File: config.mk
export PLATFORM = sky130hd
export DESIGN_NAME = timer_pin_io_control
export DESIGN_NICKNAME = d
export VERILOG_FILES = /design/src/timer_pin_io_pkg.sv /design/src/tgr_channel.sv /design/src/timer_pin_io_control.sv
export VERILOG_INCLUDE_DIRS = /design/src
export SDC_FILE = /design/constraint.sdc
export NUM_CORES = 1
export LEC_CHECK = 0
export BUFFER_PORTS_ARGS = -buffer_cell sky130_fd_sc_hd__buf_2
export CORE_AREA = 2 2 95 97
export CTS_BUF_LIST = sky130_fd_sc_hd__clkbuf_2 sky130_fd_sc_hd__clkbuf_4 sky130_fd_sc_hd__clkbuf_8
export CTS_CLUSTER_SIZE = 16
export DETAILED_ROUTE_END_ITERATION = 10
export DIE_AREA = 0 0 97 99
export GPL_TIMING_DRIVEN = 1
export PLACE_DENSITY_LB_ADDON = 0.05
export SLEW_MARGIN = 15
export SYNTH_ARGS = -nofsm -noshare
export SYNTH_HDL_FRONTEND = slang
export SYNTH_SLANG_ARGS = --single-unit
File: constraint.sdc
create_clock -name mclk -period 1.6 [get_ports mclk]
set_input_delay 0.16 -clock mclk [delete_from_list [all_inputs] [get_ports mclk]]
set_output_delay 0.16 -clock mclk [all_outputs]
set_load 0.01 [all_outputs]
File: src/timer_pin_io_params.svh
// Purpose: offsets, field positions and reset values for the pin I/O control
// Assumes: included by its bare name
// Notes: byte addresses on a 32-bit Avalon-MM slave, data in the low byte
`ifndef TIMER_PIN_IO_PARAMS_SVH
`define TIMER_PIN_IO_PARAMS_SVH

`define OFS_IO_CTRL_CH1 4'h0
`define OFS_IO_CTRL_CH2 4'h4
`define OFS_IO_CTRL_CH3_HIGH 4'h8
`define OFS_IO_CTRL_CH3_LOW 4'hc
`define IO_CTRL_RESET 8'h00
`define HI_NIBBLE_MSB 7
`define HI_NIBBLE_LSB 4
`define LO_NIBBLE_MSB 3
`define LO_NIBBLE_LSB 0
`define FUNC_ROLE_BIT 3
`define FUNC_INIT_BIT 2
`define FUNC_BOTH_BIT 1
`define FUNC_FALL_BIT 0
`define OC_DISABLED 2'h0
`define OC_DRIVE_LOW 2'h1
`define OC_DRIVE_HIGH 2'h2
`define OC_TOGGLE 2'h3
`define CLK_SEL_UNDIVIDED 3'h0
`define NUM_UNITS 5

`endif

File: src/timer_pin_io_pkg.sv
// Purpose: shared types of the pin I/O control
// Assumes: nothing
// Notes: constants live in timer_pin_io_params.svh
package timer_pin_io_pkg;
	typedef logic [3:0] func_code_t;
	typedef logic [7:0] io_reg_t;
	typedef enum logic [1:0] {
		LINK_NONE,
		LINK_CH0_THIRD,
		LINK_CH4_COUNT
	} link_kind_e;
endpackage

File: src/tgr_channel.sv
// Purpose: one compare/capture register's pin role, decoded from a 4-bit code
// Assumes: pin and match inputs synchronous to mclk
// Notes: capture is a one-cycle strobe one edge after its cause
`timescale 1ns/1ps
`include "timer_pin_io_params.svh"
module tgr_channel #(
	parameter bit LINK_ENABLE = 1'b0,
	parameter bit BIT6_IGNORED = 1'b0
) (
	input wire logic mclk,
	input wire logic rst,
	input wire timer_pin_io_pkg::func_code_t func_code,
	input wire logic code_written,
	input wire logic blocked,
	input wire logic cmp_match,
	input wire logic pin_in,
	input wire logic link_event,
	output logic pin_out_q,
	output logic pin_oe_n_q,
	output logic capture_q
);
	generate
		if (LINK_ENABLE && BIT6_IGNORED) begin : g_bad
			$error("a unit with a linked source cannot ignore the init bit");
		end
	endgenerate

	logic pin_prev_q;
	logic oc_mode;
	logic [1:0] oc_act;
	logic rise;
	logic fall;
	logic cap_d;

	assign oc_mode = !func_code[`FUNC_ROLE_BIT];
	assign oc_act = func_code[1:0];
	assign rise = pin_in && !pin_prev_q;
	assign fall = !pin_in && pin_prev_q;

	always_comb begin
		cap_d = 1'b0;
		if (blocked || oc_mode) begin
			cap_d = 1'b0;
		end else if (LINK_ENABLE && func_code[`FUNC_INIT_BIT]) begin
			cap_d = link_event;
		end else if (func_code[`FUNC_BOTH_BIT]) begin
			cap_d = rise || fall;
		end else if (func_code[`FUNC_FALL_BIT]) begin
			cap_d = fall;
		end else begin
			cap_d = rise;
		end
	end

	// ----------------------------------------------------------------
	// pin drive
	// ----------------------------------------------------------------
	always_ff @(posedge mclk) begin
		if (rst) begin
			pin_prev_q <= 1'b0;
		end else begin
			pin_prev_q <= pin_in;
		end
	end

	always_ff @(posedge mclk) begin
		if (rst) begin
			pin_oe_n_q <= 1'b1;
		end else begin
			pin_oe_n_q <= blocked || !oc_mode || oc_act == `OC_DISABLED;
		end
	end

	// a fresh write wins over a match in the same cycle so the initial
	// level is seen for at least one cycle, except while blocked, when the write is ignored
	always_ff @(posedge mclk) begin
		if (rst) begin
			pin_out_q <= 1'b0;
		end else if (blocked || !oc_mode) begin
			pin_out_q <= pin_out_q;
		end else if (code_written) begin
			pin_out_q <= func_code[`FUNC_INIT_BIT];
		end else if (cmp_match) begin
			case (oc_act)
				`OC_DRIVE_LOW: pin_out_q <= 1'b0;
				`OC_DRIVE_HIGH: pin_out_q <= 1'b1;
				`OC_TOGGLE: pin_out_q <= !pin_out_q;
				default: pin_out_q <= pin_out_q;
			endcase
		end
	end

	always_ff @(posedge mclk) begin
		if (rst) begin
			capture_q <= 1'b0;
		end else begin
			capture_q <= cap_d;
		end
	end

	// ----------------------------------------------------------------
	// checks
	// ----------------------------------------------------------------
	oc_init_a: assert property (@(posedge mclk) disable iff (rst)
		code_written && oc_mode && oc_act != `OC_DISABLED && !blocked
		|=> pin_out_q == $past(func_code[`FUNC_INIT_BIT]))
		else $error("initial level not applied on write");
	oc_low_a: assert property (@(posedge mclk) disable iff (rst)
		!code_written && oc_mode && oc_act == `OC_DRIVE_LOW && cmp_match
		&& !blocked |=> !pin_out_q)
		else $error("pin not low after match");
	oc_high_a: assert property (@(posedge mclk) disable iff (rst)
		!code_written && oc_mode && oc_act == `OC_DRIVE_HIGH && cmp_match
		&& !blocked |=> pin_out_q)
		else $error("pin not high after match");
	oc_toggle_a: assert property (@(posedge mclk) disable iff (rst)
		!code_written && oc_mode && oc_act == `OC_TOGGLE && cmp_match
		&& !blocked ##1 1'b1 |-> pin_out_q != $past(pin_out_q))
		else $error("pin not toggled on match");
	oc_off_a: assert property (@(posedge mclk) disable iff (rst)
		oc_mode && oc_act == `OC_DISABLED |=> pin_oe_n_q)
		else $error("pin driven while output disabled");
	cap_rise_a: assert property (@(posedge mclk) disable iff (rst)
		!oc_mode && !blocked && func_code[1:0] == 2'h0
		&& (BIT6_IGNORED || !func_code[`FUNC_INIT_BIT])
		|-> ##1 capture_q == $past(rise))
		else $error("rising capture wrong");
	cap_fall_a: assert property (@(posedge mclk) disable iff (rst)
		!oc_mode && !blocked && func_code[1:0] == 2'h1
		&& (!LINK_ENABLE || !func_code[`FUNC_INIT_BIT])
		|=> capture_q == $past(fall))
		else $error("falling capture wrong");
	cap_both_a: assert property (@(posedge mclk) disable iff (rst)
		!oc_mode && !blocked && func_code[`FUNC_BOTH_BIT]
		&& (!LINK_ENABLE || !func_code[`FUNC_INIT_BIT])
		&& pin_in != pin_prev_q |=> capture_q)
		else $error("edge capture missed");
	cap_link_a: assert property (@(posedge mclk) disable iff (rst)
		LINK_ENABLE && !oc_mode && !blocked && func_code[`FUNC_INIT_BIT]
		|=> capture_q == $past(link_event))
		else $error("linked capture wrong");
	buf_block_a: assert property (@(posedge mclk) disable iff (rst)
		blocked |=> !capture_q && pin_oe_n_q)
		else $error("activity while used as buffer");

	toggle_c: cover property (@(posedge mclk) disable iff (rst)
		oc_mode && oc_act == `OC_TOGGLE && cmp_match ##1 !pin_oe_n_q);
	capture_c: cover property (@(posedge mclk) disable iff (rst)
		capture_q);
	link_c: cover property (@(posedge mclk) disable iff (rst)
		LINK_ENABLE && link_event && func_code == 4'hc);
endmodule

File: src/timer_pin_io_control.sv
// Purpose: pin I/O control for compare/capture registers of channels 1 to 3
// Assumes: Avalon-MM slave, one wait state; all inputs synchronous to mclk
// Notes: unit order 0 ch1 second, 1 ch2 second, 2 ch3 second,
//        3 ch3 third, 4 ch3 fourth
//
// Design decisions made here: the Avalon-MM slave port and the register addresses.
`timescale 1ns/1ps
`include "timer_pin_io_params.svh"
module timer_pin_io_control #(
	parameter int ADDR_W = 4
) (
	input wire logic mclk,
	input wire logic rst,
	input wire logic [ADDR_W-1:0] address,
	input wire logic read,
	input wire logic write,
	input wire logic [31:0] writedata,
	input wire logic [3:0] byteenable,
	output logic [31:0] readdata,
	output logic waitrequest,
	input wire logic [`NUM_UNITS-1:0] cmp_match,
	input wire logic [`NUM_UNITS-1:0] pin_in,
	input wire logic ch0_third_event,
	input wire logic ch4_count_pulse,
	input wire logic [2:0] ch4_clock_select,
	input wire logic buffer_mode_second_pair,
	output logic [`NUM_UNITS-1:0] pin_out,
	output logic [`NUM_UNITS-1:0] pin_oe_n,
	output logic [`NUM_UNITS-1:0] capture
);
	generate
		if (ADDR_W < 4) begin : g_bad_addr
			$error("ADDR_W must cover four word registers");
		end
	endgenerate

	// ----------------------------------------------------------------
	// register file
	// ----------------------------------------------------------------
	timer_pin_io_pkg::io_reg_t io_control_ch1_q;
	timer_pin_io_pkg::io_reg_t io_control_ch2_q;
	timer_pin_io_pkg::io_reg_t io_control_ch3_high_q;
	timer_pin_io_pkg::io_reg_t io_control_ch3_low_q;
	logic wait_q;
	logic [31:0] rdata_q;
	logic access_go;
	logic write_go;
	logic [3:0] word_addr;
	logic [`NUM_UNITS-1:0] written;
	logic [`NUM_UNITS-1:0] written_q;
	timer_pin_io_pkg::func_code_t func_code [`NUM_UNITS];
	logic [`NUM_UNITS-1:0] blocked;
	logic [`NUM_UNITS-1:0] link_event;
	logic ch4_count_ok;
	timer_pin_io_pkg::io_reg_t rsel;

	assign word_addr = address[3:0];
	// the answer comes on the second edge of a request; the write lands
	// on that edge, read data was loaded on the first
	assign access_go = (read || write) && !wait_q;
	assign write_go = write && !wait_q && byteenable[0];
	assign waitrequest = wait_q;
	assign readdata = rdata_q;

	always_ff @(posedge mclk) begin
		if (rst) begin
			wait_q <= 1'b1;
		end else if ((read || write) && wait_q) begin
			wait_q <= 1'b0;
		end else begin
			wait_q <= 1'b1;
		end
	end

	always_comb begin
		if (word_addr == `OFS_IO_CTRL_CH1) begin
			rsel = io_control_ch1_q;
		end else if (word_addr == `OFS_IO_CTRL_CH2) begin
			rsel = io_control_ch2_q;
		end else if (word_addr == `OFS_IO_CTRL_CH3_HIGH) begin
			rsel = io_control_ch3_high_q;
		end else if (word_addr == `OFS_IO_CTRL_CH3_LOW) begin
			rsel = io_control_ch3_low_q;
		end else begin
			rsel = 8'h00;
		end
	end

	always_ff @(posedge mclk) begin
		if (rst) begin
			rdata_q <= 32'h0000_0000;
		end else if (read && wait_q) begin
			rdata_q <= {24'h00_0000, rsel};
		end
	end

	always_ff @(posedge mclk) begin
		if (rst) begin
			io_control_ch1_q <= `IO_CTRL_RESET;
			io_control_ch2_q <= `IO_CTRL_RESET;
			io_control_ch3_high_q <= `IO_CTRL_RESET;
			io_control_ch3_low_q <= `IO_CTRL_RESET;
		end else if (write_go) begin
			if (word_addr == `OFS_IO_CTRL_CH1) begin
				io_control_ch1_q <= writedata[7:0];
			end else if (word_addr == `OFS_IO_CTRL_CH2) begin
				io_control_ch2_q <= writedata[7:0];
			end else if (word_addr == `OFS_IO_CTRL_CH3_HIGH) begin
				io_control_ch3_high_q <= writedata[7:0];
			end else if (word_addr == `OFS_IO_CTRL_CH3_LOW) begin
				io_control_ch3_low_q <= writedata[7:0];
			end
		end
	end

	// ----------------------------------------------------------------
	// unit mapping
	// ----------------------------------------------------------------
	assign func_code[0] = io_control_ch1_q[`HI_NIBBLE_MSB:`HI_NIBBLE_LSB];
	assign func_code[1] = io_control_ch2_q[`HI_NIBBLE_MSB:`HI_NIBBLE_LSB];
	assign func_code[2] =
		io_control_ch3_high_q[`HI_NIBBLE_MSB:`HI_NIBBLE_LSB];
	assign func_code[3] =
		io_control_ch3_low_q[`LO_NIBBLE_MSB:`LO_NIBBLE_LSB];
	assign func_code[4] =
		io_control_ch3_low_q[`HI_NIBBLE_MSB:`HI_NIBBLE_LSB];

	assign written[0] = write_go && word_addr == `OFS_IO_CTRL_CH1;
	assign written[1] = write_go && word_addr == `OFS_IO_CTRL_CH2;
	assign written[2] = write_go && word_addr == `OFS_IO_CTRL_CH3_HIGH;
	assign written[3] = write_go && word_addr == `OFS_IO_CTRL_CH3_LOW;
	assign written[4] = written[3];

	// the units see the write one edge after it lands, when the new code
	// already stands, so the initial level comes from the new code
	always_ff @(posedge mclk) begin
		if (rst) begin
			written_q <= {`NUM_UNITS{1'b0}};
		end else begin
			written_q <= written;
		end
	end

	// a count on the undivided clock is not a valid capture source
	assign ch4_count_ok = ch4_count_pulse
		&& ch4_clock_select != `CLK_SEL_UNDIVIDED;

	assign link_event[0] = ch0_third_event;
	assign link_event[1] = 1'b0;
	assign link_event[2] = ch4_count_ok;
	assign link_event[3] = ch4_count_ok;
	assign link_event[4] = ch4_count_ok;

	assign blocked[3:0] = 4'h0;
	assign blocked[4] = buffer_mode_second_pair;

	genvar u;
	generate
		for (u = 0; u < `NUM_UNITS; u++) begin : g_unit
			tgr_channel #(
				.LINK_ENABLE(u != 1),
				.BIT6_IGNORED(u == 1)
			) u_chan (
				.mclk(mclk),
				.rst(rst),
				.func_code(func_code[u]),
				.code_written(written_q[u]),
				.blocked(blocked[u]),
				.cmp_match(cmp_match[u]),
				.pin_in(pin_in[u]),
				.link_event(link_event[u]),
				.pin_out_q(pin_out[u]),
				.pin_oe_n_q(pin_oe_n[u]),
				.capture_q(capture[u])
			);
		end
	endgenerate

	// ----------------------------------------------------------------
	// checks
	// ----------------------------------------------------------------
	undiv_block_a: assert property (@(posedge mclk) disable iff (rst)
		ch4_clock_select == `CLK_SEL_UNDIVIDED && func_code[2] == 4'hc
		|=> !capture[2])
		else $error("capture from undivided channel 4 count");
	third_map_a: assert property (@(posedge mclk) disable iff (rst)
		write_go && word_addr == `OFS_IO_CTRL_CH3_LOW
		|=> func_code[3] == $past(writedata[3:0]))
		else $error("third register code not from low nibble");
	bus_answer_a: assert property (@(posedge mclk) disable iff (rst)
		(read || write) && waitrequest |=> !waitrequest ##1 waitrequest)
		else $error("bus answer not one wait state");
	bus_write_c: cover property (@(posedge mclk) disable iff (rst)
		access_go && write);

	// ----------------------------------------------------------------
	// register file checks
	// ----------------------------------------------------------------
	reset_state_a: assert property (@(posedge mclk)
		rst |=> waitrequest && readdata == 32'h0000_0000
		&& capture == {`NUM_UNITS{1'b0}})
		else $error("bus or capture outputs not at reset values");
	reset_pins_a: assert property (@(posedge mclk)
		rst |=> pin_oe_n == {`NUM_UNITS{1'b1}}
		&& pin_out == {`NUM_UNITS{1'b0}})
		else $error("pins not released by reset");
	read_ch1_a: assert property (@(posedge mclk) disable iff (rst)
		read && waitrequest && word_addr == `OFS_IO_CTRL_CH1
		|=> readdata == {24'h00_0000, io_control_ch1_q})
		else $error("wrong read data for channel 1");
	read_ch2_a: assert property (@(posedge mclk) disable iff (rst)
		read && waitrequest && word_addr == `OFS_IO_CTRL_CH2
		|=> readdata == {24'h00_0000, io_control_ch2_q})
		else $error("wrong read data for channel 2");
	read_ch3_high_a: assert property (@(posedge mclk) disable iff (rst)
		read && waitrequest && word_addr == `OFS_IO_CTRL_CH3_HIGH
		|=> readdata == {24'h00_0000, io_control_ch3_high_q})
		else $error("wrong read data for channel 3 high");
	read_ch3_low_a: assert property (@(posedge mclk) disable iff (rst)
		read && waitrequest && word_addr == `OFS_IO_CTRL_CH3_LOW
		|=> readdata == {24'h00_0000, io_control_ch3_low_q})
		else $error("wrong read data for channel 3 low");
	// an unmapped offset answers like any other, with zero data
	read_unmapped_a: assert property (@(posedge mclk) disable iff (rst)
		read && waitrequest && word_addr != `OFS_IO_CTRL_CH1
		&& word_addr != `OFS_IO_CTRL_CH2
		&& word_addr != `OFS_IO_CTRL_CH3_HIGH
		&& word_addr != `OFS_IO_CTRL_CH3_LOW
		|=> readdata == 32'h0000_0000)
		else $error("unmapped offset read not zero");
	read_hold_a: assert property (@(posedge mclk) disable iff (rst)
		!(read && waitrequest) |=> $stable(readdata))
		else $error("read data changed without a read");
	write_ch1_a: assert property (@(posedge mclk) disable iff (rst)
		write && !waitrequest && byteenable[0]
		&& word_addr == `OFS_IO_CTRL_CH1
		|=> io_control_ch1_q == $past(writedata[7:0]))
		else $error("channel 1 register write lost");
	write_ch2_a: assert property (@(posedge mclk) disable iff (rst)
		write && !waitrequest && byteenable[0]
		&& word_addr == `OFS_IO_CTRL_CH2
		|=> io_control_ch2_q == $past(writedata[7:0]))
		else $error("channel 2 register write lost");
	write_ch3_high_a: assert property (@(posedge mclk) disable iff (rst)
		write && !waitrequest && byteenable[0]
		&& word_addr == `OFS_IO_CTRL_CH3_HIGH
		|=> io_control_ch3_high_q == $past(writedata[7:0]))
		else $error("channel 3 high register write lost");
	write_ch3_low_a: assert property (@(posedge mclk) disable iff (rst)
		write && !waitrequest && byteenable[0]
		&& word_addr == `OFS_IO_CTRL_CH3_LOW
		|=> io_control_ch3_low_q == $past(writedata[7:0]))
		else $error("channel 3 low register write lost");
	// a write with byte lane 0 off is answered but changes nothing
	write_drop_a: assert property (@(posedge mclk) disable iff (rst)
		!write_go |=> $stable(io_control_ch1_q)
		&& $stable(io_control_ch2_q)
		&& $stable(io_control_ch3_high_q)
		&& $stable(io_control_ch3_low_q))
		else $error("register changed without an accepted write");
	fourth_map_a: assert property (@(posedge mclk) disable iff (rst)
		write_go && word_addr == `OFS_IO_CTRL_CH3_LOW
		|=> func_code[4] == $past(writedata[7:4]))
		else $error("fourth register code not from high nibble");

	// ----------------------------------------------------------------
	// unit mapping checks
	// ----------------------------------------------------------------
	link_ch1_a: assert property (@(posedge mclk) disable iff (rst)
		func_code[0][`FUNC_ROLE_BIT] && func_code[0][`FUNC_INIT_BIT]
		|=> capture[0] == $past(ch0_third_event))
		else $error("channel 1 linked capture wrong");
	link_ch3_second_a: assert property (@(posedge mclk)
		disable iff (rst)
		func_code[2][`FUNC_ROLE_BIT] && func_code[2][`FUNC_INIT_BIT]
		|=> capture[2] == $past(ch4_count_pulse
		&& ch4_clock_select != `CLK_SEL_UNDIVIDED))
		else $error("channel 3 second register linked capture wrong");
	link_ch3_fourth_a: assert property (@(posedge mclk)
		disable iff (rst)
		func_code[4][`FUNC_ROLE_BIT] && func_code[4][`FUNC_INIT_BIT]
		&& !buffer_mode_second_pair
		|=> capture[4] == $past(ch4_count_pulse
		&& ch4_clock_select != `CLK_SEL_UNDIVIDED))
		else $error("channel 3 fourth register linked capture wrong");
	generate
		for (u = 0; u < `NUM_UNITS; u++) begin : g_unit_chk
			oe_drive_a: assert property (@(posedge mclk) disable iff (rst)
				!func_code[u][`FUNC_ROLE_BIT] && !blocked[u]
				&& func_code[u][1:0] != `OC_DISABLED |=> !pin_oe_n[u])
				else $error("enabled output compare not driving");
			cap_release_a: assert property (@(posedge mclk) disable iff (rst)
				func_code[u][`FUNC_ROLE_BIT] |=> pin_oe_n[u])
				else $error("pin driven under a capture code");
			oc_no_cap_a: assert property (@(posedge mclk) disable iff (rst)
				!func_code[u][`FUNC_ROLE_BIT] |=> !capture[u])
				else $error("capture under an output compare code");
			// a capture code or buffer use freezes the driven level
			pin_hold_a: assert property (@(posedge mclk) disable iff (rst)
				blocked[u] || func_code[u][`FUNC_ROLE_BIT]
				|=> $stable(pin_out[u]))
				else $error("pin level moved while not comparing");
		end
	endgenerate
endmodule

==> results.py, run 1 <==
metrics = {
    "clock_network": {
        "post_cts_buffers": 0,
        "cts_tree": "built",
        "cts_root_buffer": "clkbuf_8",
        "path_clk_slew_ps": 70,
        "cts_buffers": 9,
        "h-tree-depth": 3,
        "ctsResizeCount": 0,
        "clk_latency_ps": 340,
        "cts.path.max_buffers": 2,
        "clock-sinks": 65,
        "ctsHoldBuffers": 0,
    },
    "floorplanning": {
        "ios": 108,
        "num_rows": 34,
        "core_region_area_sq_mm": 0.00855,
        "fp.dieH_um": 99,
        "die_w_um": 97,
        "dieArea_sq_mm": 0.00960,
        "initial_utilization_pct": 39.3,
    },
    "worst_setup_path": {
        "slowest_stage": "nor3_4",
        "start_kind": "register",
        "r2r_end": "io_control_ch2_q[3]",
        "path_class": "reg2reg",
        "endpoint_kind": "register",
        "crit_required_ps": 1870,
        "r2r_start": "waitrequest",
        "cp.arrival_ps": 1680,
        "cp_top_family": "simple AND/OR/NAND/NOR gates",
        "crit_chain": "nand3b_2 > nor3_4 > mux2i_1",
        "critical-path-max-stage-delay_ps": 450,
        "ff2ff_setup_slack_ps": 180,
        "crit_fanout": 6,
        "rr_worst_depth": 3,
        "crit_buf_inv": 0,
    },
    "global_routing": {
        "use_met1_pct": 24.0,
        "grt_use_met2_pct": 28.4,
        "grt_max_degree": 30,
        "grt-ovfl-total": 0,
        "track_usage_pct": 17.7,
        "antenna_found_initial": 0,
        "grt_pass1_vias": 2610,
        "top_usage_layer": "met2",
        "gr-usage-met3_pct": 3.69,
        "grt_pass1_wl_mm": 13.6,
    },
    "synth": {
        "syn_avg_cell_area_sq_um": 8.47,
        "synth_top_area_share_pct": 38.7,
        "synth_most_common_cell": "dfxtp_1",
        "synth_edf_count": 0,
        "synth-seq-cells": 65,
        "synth.top_cells.by_count": "dfxtp_1, a21oi_1, buf_4",
        "synthFlopType": "dfxtp_1",
        "synth_top_area_cell": "dfxtp_1",
        "synthDistinctLibCells": 47,
        "ys_seq_area_share_pct": 38.7,
        "syn_area_sq_mm": 0.00336,
        "synthTopCellsByArea": "dfxtp_1, buf_4, a21oi_1, o21ai_0, ha_1",
        "synthArstFlopShare_pct": 0,
        "syn_inst": 397,
        "yosys_warnings": 0,
    },
    "route": {
        "wire_per_inst_um": 15.2,
        "routed_wl_mm": 8.33,
        "antenna_left": 0,
        "drt-initial-drc-count": 171,
        "vias_per_cell": 5.20,
        "vias": 2846,
        "drc_errors": 0,
        "dr.pass1.iters": 4,
    },
    "status": {
        "status": "finished clean",
    },
    "placement": {
        "place_area_sq_mm": 0.00357,
        "place_congestion": 0.795,
        "hpwl_mm": 5.74,
        "port_buffers": 56,
    },
    "power": {
        "cellPowerDensity_mw_per_mm2": 914,
        "p_leak_nw": 1.54,
        "ir_drop_mv": 0.417,
    },
    "timing": {
        "drv_slew": 0,
        "hold_viol_final": 0,
        "min_period_over_period_pct": 88.6,
        "finalSetupViolCount": 0,
        "finalClockSkew_ps": 8.68,
        "tightest_slew_ps": 534,
        "relSlewSlack_pct": 64.2,
        "rsz0062_at_grt": "false",
        "fmax_ghz": 0.706,
        "layout_min_cycle_time_ps": 1420,
        "setup_tns_ps": 0,
    },
    "layout": {
        "final_core_util_pct": 44.1,
        "area.sequential_sq_mm": 0.00130,
        "syn_to_final_growth_pct": 12.2,
        "final_nets": 505,
        "drive_above_1_share_pct": 21.2,
        "fill_cells": 853,
        "design_area_sq_mm": 0.00377,
        "multi_input_area_sq_mm": 0.00169,
        "antenna_cells": 0,
    },
    "worst_hold_path": {
        "hp-class": "in2reg",
        "holdPathStages": 2,
        "worstHoldStart": "read",
        "min_to": "waitrequest",
    },
    "job": {
        "drv_cap": 0,
    },
}
[how the worst max path moves through the flow]
| stage | startpoint | to | slack, ps | cells past startpoint |
|---|---|---|---|---|
| after global placement | waitrequest | io_control_ch2_q[5] | 180 | 3 |
| after CTS | waitrequest | io_control_ch2_q[3] | 160 | 3 |
| final | waitrequest | io_control_ch2_q[3] | 180 | 3 |
| after floorplan | waitrequest | io_control_ch2_q[0] | 280 | 3 |
| after global routing | waitrequest | io_control_ch2_q[3] | 80 | 3 |
| after detailed placement | waitrequest | io_control_ch2_q[3] | 180 | 3 |
[worst register-to-register path: cells and delay by family, from the launching register on]
kind,cells,cell delay (ps)
flops,1,340
simple gates,2,770
mux,1,230
[cell families after synthesis]
group / share of synthesized area [%]
AOI/OAI and AO/OA: 22.0
adders and majority gates: 3.72
buffers and inverters: 13.7
DFF: 38.7
muxes: 4.02
other: 0.112
and+or+nand+nor: 17.8
[cell type report]
| cell class | instances | area share (%) |
|---|---|---|
| Clock inverter | 3 | 1.06 |
| Timing Repair Buffer | 67 | 10.3 |
| Inverter | 16 | 1.59 |
| Sequential cell | 65 | 34.5 |
| Clock buffer | 12 | 4.21 |
| Tap cell | 108 | 3.58 |
| Multi-Input combinational cell | 276 | 44.8 |
[power by group]
group / internal, mW / switching [mW] / total [mW]
registers: 1.64 / 0.0147 / 1.66
clock network: 0.809 / 0.630 / 1.44
logic: 0.126 / 0.225 / 0.351
total: 2.58 / 0.870 / 3.45
[layout by cell type (no fill, tap or decap), types with 10 or more instances in the layout]
cell,count
inv_1,16
nor2_1,14
o21ai_0,34
clkbuf_8,11
a21oi_1,51
dfxtp_1,65
nand2_1,27
buf_2,56
o21ai_1,11
conb_1,24
ha_1,10
nand3_1,17
[sequential cells by signal (all words and copies together), names as in the netlist]
name and count:
g_unit.u_chan.capture_q 5, g_unit.u_chan.pin_oe_n_q 5, readdata 8, io_control_ch3_high_q 8, io_control_ch1_q 8, g_unit.u_chan.pin_out_q 5
waitrequest 1, io_control_ch2_q 8, io_control_ch3_low_q 8, g_unit.u_chan.pin_prev_q 5, written_q 4
[per-layer routing]
metal / part of all wire [%] / wire length [um]
met1: 48 / 3970
met2: 46 / 3840
met3: 4.9 / 405
met4: 1.3 / 108
met5: 0 / 0
[per-stage QoR]
stage / std cells / hold WS, ps / setup WS, ps / power, mW
6_report: 547 / 55.5 / 183 / 3.45
5_1_grt: 547 / 50.9 / 82.2 / 3.62
4_1_cts: 547 / 43.7 / 157 / 3.50
3_5_place_dp: 532 / 403 / 177 / 2.05
3_3_place_gp: 532 / 402 / 183 / 2.04
2_1_floorplan: 420 / 267 / 278 / 1.95
No activity file was read; power rests on OpenSTA's default activity.
==> run 2: changes to the inputs <==
--- a/config.mk
+++ b/config.mk
@@ -8,7 +8,6 @@
 export LEC_CHECK = 0
 export BUFFER_PORTS_ARGS = -buffer_cell sky130_fd_sc_hd__buf_2
 export CORE_AREA = 2 2 95 97
-export CTS_BUF_LIST = sky130_fd_sc_hd__clkbuf_2 sky130_fd_sc_hd__clkbuf_4 sky130_fd_sc_hd__clkbuf_8
 export CTS_CLUSTER_SIZE = 16
 export DETAILED_ROUTE_END_ITERATION = 10
 export DIE_AREA = 0 0 97 99
==> run 2 against run 1 <==
Effect of this change: global-route usage about the same; design area hardly changed; flip-flop and latch count did not move; largest cell class unchanged; largest power group unchanged; final cell count unchanged.
==> results.py, run 2 (synthesis gave the netlist of run 1 again) <==
metrics = {
    "timing": {
        "min_period_over_period_pct": 88.6,
        "rsz0062_at_grt": "false",
        "setup_tns_ps": 0,
        "fmax_ghz": 0.705,
        "finalSetupViolCount": 0,
        "hold_viol_final": 0,
        "tightest_slew_ps": 527,
        "relSlewSlack_pct": 64.7,
        "drv_slew": 0,
        "layout_min_cycle_time_ps": 1420,
        "finalClockSkew_ps": 7.87,
    },
    "clock_network": {
        "clk_latency_ps": 340,
        "cts_buffers": 9,
        "cts_tree": "built",
        "h-tree-depth": 3,
        "post_cts_buffers": 0,
        "clock-sinks": 65,
        "path_clk_slew_ps": 70,
        "ctsHoldBuffers": 0,
        "cts_root_buffer": "clkbuf_8",
        "cts.path.max_buffers": 2,
        "ctsResizeCount": 0,
    },
    "route": {
        "wire_per_inst_um": 15.2,
        "vias_per_cell": 5.17,
        "vias": 2830,
        "routed_wl_mm": 8.32,
        "dr.pass1.iters": 4,
        "drc_errors": 0,
        "drt-initial-drc-count": 137,
        "antenna_left": 0,
    },
    "worst_hold_path": {
        "hp-class": "in2reg",
        "worstHoldStart": "read",
        "min_to": "waitrequest",
        "holdPathStages": 2,
    },
    "placement": {
        "port_buffers": 56,
        "hpwl_mm": 5.74,
        "place_congestion": 0.795,
    },
    "global_routing": {
        "grt-ovfl-total": 0,
        "antenna_found_initial": 0,
        "track_usage_pct": 17.7,
        "grt_max_degree": 30,
        "grt_pass1_wl_mm": 13.5,
        "grt_pass1_vias": 2609,
    },
    "status": {
        "status": "finished clean",
    },
    "floorplanning": {
        "fp.dieH_um": 99,
        "dieArea_sq_mm": 0.00960,
        "core_region_area_sq_mm": 0.00855,
        "initial_utilization_pct": 39.3,
        "die_w_um": 97,
        "ios": 108,
        "num_rows": 34,
    },
    "worst_setup_path": {
        "start_kind": "register",
        "r2r_start": "waitrequest",
        "rr_worst_depth": 3,
        "cp.arrival_ps": 1680,
        "path_class": "reg2reg",
        "ff2ff_setup_slack_ps": 180,
        "crit_required_ps": 1860,
        "crit_fanout": 6,
        "endpoint_kind": "register",
        "r2r_end": "io_control_ch2_q[3]",
    },
    "layout": {
        "drive_above_1_share_pct": 21.0,
        "antenna_cells": 0,
        "final_core_util_pct": 44.1,
        "final_cell_mix": "dfxtp_1, buf_2, a21oi_1",
        "syn_to_final_growth_pct": 12.1,
        "final_nets": 505,
        "fill_cells": 854,
        "layout_commonest_cell": "dfxtp_1",
    },
    "power": {
        "cellPowerDensity_mw_per_mm2": 909,
        "p_total_mw": 3.43,
        "p_leak_nw": 1.54,
        "ir_drop_mv": 0.417,
    },
    "job": {
        "drv_cap": 0,
    },
}
[run 2: per-stage QoR]
step / hold slack, ps / setup WS, ps / cells / cell area, sq um
6_report: 58.0 / 182 / 547 / 3770
5_1_grt: 50.9 / 82.2 / 547 / 3770
4_1_cts: 43.7 / 157 / 547 / 3770
3_5_place_dp: 403 / 177 / 532 / 3570
3_3_place_gp: 402 / 183 / 532 / 3570
2_1_floorplan: 267 / 278 / 420 / 3450
[run 2: worst max path at each step]
stage	start	to	slack, ps
2_1_floorplan	waitrequest	io_control_ch2_q[0]	280
3_3_place_gp	waitrequest	io_control_ch2_q[5]	180
3_5_place_dp	waitrequest	io_control_ch2_q[3]	180
4_1_cts	waitrequest	io_control_ch2_q[3]	160
5_1_grt	waitrequest	io_control_ch2_q[3]	80
6_report	waitrequest	io_control_ch2_q[3]	180
[run 2: cell type report]
cell class,count,area [sq um],area share (%)
clock buffer,12,155,4.12
clock inverter,3,40.0,1.06
inverter,16,60.1,1.59
multi-input combinational,276,1690,44.8
sequential,65,1300,34.5
tap,108,135,3.59
timing repair buffer,67,388,10.3
[run 2: where the power goes]
| group | switching [mW] | internal, mW |
|---|---|---|
| logic | 0.225 | 0.126 |
| clock network | 0.623 | 0.792 |
| registers | 0.0147 | 1.64 |
| total | 0.863 | 2.56 |
[run 2: layer usage]
| metal | vias to the layer above | routed length, um | share of wire, % | global-route usage, % |
|---|---|---|---|---|
| met4 | 0 | 97 | 1.2 | 5.31 |
| met3 | 8 | 447 | 5.4 | 3.69 |
| met2 | 83 | 3870 | 46 | 28.4 |
| met5 | - | 0 | 0 | 0 |
| met1 | 1320 | 3910 | 47 | 24.0 |
| li1 | 1419 | - | - | - |
[run 2: critical path, stage by stage, from the launching register on]
cell	delay, ps
dfxtp_1	340
nand3b_2	320
nor3_4	450
mux2i_1	230
==> run 3: changes to the inputs <==
--- a/config.mk
+++ b/config.mk
@@ -12,6 +12,7 @@
 export DETAILED_ROUTE_END_ITERATION = 10
 export DIE_AREA = 0 0 97 99
 export GPL_TIMING_DRIVEN = 1
+export MAX_ROUTING_LAYER = met4
 export PLACE_DENSITY_LB_ADDON = 0.05
 export SLEW_MARGIN = 15
 export SYNTH_ARGS = -nofsm -noshare
==> run 3 against run 2 <==
Effect of this change: register-to-register slack is essentially flat; clock power is essentially flat; via count grew 0.60%; global-route usage grew 0.53 points; wire length is essentially flat; setup slack lost 3.2 ps; critical endpoint unchanged; largest cell class unchanged.
==> results.py, run 3 (synthesis gave the netlist of run 1 again) <==
metrics = {
    "timing": {
        "relSlewSlack_pct": 64.0,
        "drv_slew": 0,
        "setup_tns_ps": 0,
        "finalClockSkew_ps": 8.43,
        "min_period_over_period_pct": 88.8,
        "finalSetupViolCount": 0,
        "rsz0062_at_grt": "false",
        "layout_min_cycle_time_ps": 1420,
        "tightest_slew_ps": 537,
        "hold_viol_final": 0,
        "fmax_ghz": 0.704,
    },
    "global_routing": {
        "grt_max_degree": 30,
        "grt_pass1_vias": 2609,
        "track_usage_pct": 18.2,
        "grt-ovfl-total": 0,
        "grt_pass1_wl_mm": 13.6,
        "antenna_found_initial": 0,
    },
    "route": {
        "routed_wl_mm": 8.33,
        "drc_errors": 0,
        "antenna_left": 0,
        "dr.pass1.iters": 4,
        "vias_per_cell": 5.20,
        "drt-initial-drc-count": 155,
        "vias": 2847,
        "wire_per_inst_um": 15.2,
    },
    "clock_network": {
        "clock-sinks": 65,
        "ctsHoldBuffers": 0,
        "ctsResizeCount": 0,
        "clk_latency_ps": 340,
        "cts_buffers": 9,
        "cts.path.max_buffers": 2,
        "h-tree-depth": 3,
        "cts_tree": "built",
        "path_clk_slew_ps": 70,
        "post_cts_buffers": 0,
        "cts_root_buffer": "clkbuf_8",
    },
    "layout": {
        "syn_to_final_growth_pct": 12.1,
        "final_nets": 505,
        "final_cell_mix": "dfxtp_1, buf_2, a21oi_1",
        "post_layout_nonfiller_instances": 547,
        "antenna_cells": 0,
        "layout_commonest_cell": "dfxtp_1",
        "area.sequential_sq_mm": 0.00130,
        "drive_above_1_share_pct": 21.0,
        "fill_cells": 854,
        "multi_input_area_sq_mm": 0.00169,
    },
    "worst_setup_path": {
        "endpoint_kind": "register",
        "r2r_start": "waitrequest",
        "crit_chain": "nand3b_2 > nor3_4 > mux2i_1",
        "path_class": "reg2reg",
        "crit_fanout": 6,
        "crit_buf_inv": 0,
        "start_kind": "register",
        "critical-path-max-stage-delay_ps": 450,
        "setup.worst_path.start": "waitrequest",
        "crit_required_ps": 1870,
        "cp_top_family": "simple AND/OR/NAND/NOR gates",
        "slowest_stage": "nor3_4",
        "cp.arrival_ps": 1690,
    },
    "worst_hold_path": {
        "worstHoldStart": "read",
        "hp-class": "in2reg",
    },
    "floorplanning": {
        "core_region_area_sq_mm": 0.00855,
        "die_w_um": 97,
        "num_rows": 34,
        "initial_utilization_pct": 39.3,
        "ios": 108,
        "dieArea_sq_mm": 0.00960,
        "fp.dieH_um": 99,
    },
    "job": {
        "drv_cap": 0,
    },
    "status": {
        "status": "finished clean",
    },
    "power": {
        "cellPowerDensity_mw_per_mm2": 911,
        "p_total_mw": 3.43,
        "p_leak_nw": 1.54,
        "ir_drop_mv": 0.419,
    },
    "placement": {
        "post-place-cells": 532,
        "place_congestion": 0.806,
        "hpwl_mm": 5.74,
        "port_buffers": 56,
    },
}
-- run 3: per-stage QoR --
step           instance area, sq um  util, %  hold WS [ps]  worst slack [ps]
5_1_grt                        3770     44.1          50.9              82.2
6_report                       3770     44.1          52.8               179
3_3_place_gp                   3570     41.8           402               183
4_1_cts                        3770     44.1          43.7               157
3_5_place_dp                   3570     41.8           403               177
2_1_floorplan                  3450        -           267               278
-- run 3: path summary, 6_finish.rpt --
check,cells after the start,endpoint,slack [ps]
min reg2reg,1,waitrequest,460
max,3,io_control_ch2_q[3],180
min,2,waitrequest,50
max reg2reg,3,io_control_ch2_q[3],180
-- run 3: where the power goes --
group	total (mW)	switching [mW]	internal (mW)
logic	0.351	0.225	0.126
clock network	1.42	0.631	0.792
registers	1.66	0.0147	1.64
-- run 3: final cells by class --
cell class	count	share of cell area (%)
Tap cell	108	3.59
Clock inverter	3	1.06
Timing Repair Buffer	67	10.3
Inverter	16	1.59
Multi-Input combinational cell	276	44.8
Clock buffer	12	4.12
Sequential cell	65	34.5
-- run 3: layer usage --
layer	vias up	GRT usage, %	routed length (um)
li1	1421	-	-
met1	1336	24.1	3880
met2	77	28.3	3900
met3	13	3.69	393
met4	0	5.31	153
met5	-	-	0
-- run 3: worst register-to-register path: stages, from the launching register on --
cell and delay [ps]:
dfxtp_1 340, nand3b_2 320, nor3_4 460, mux2i_1 230
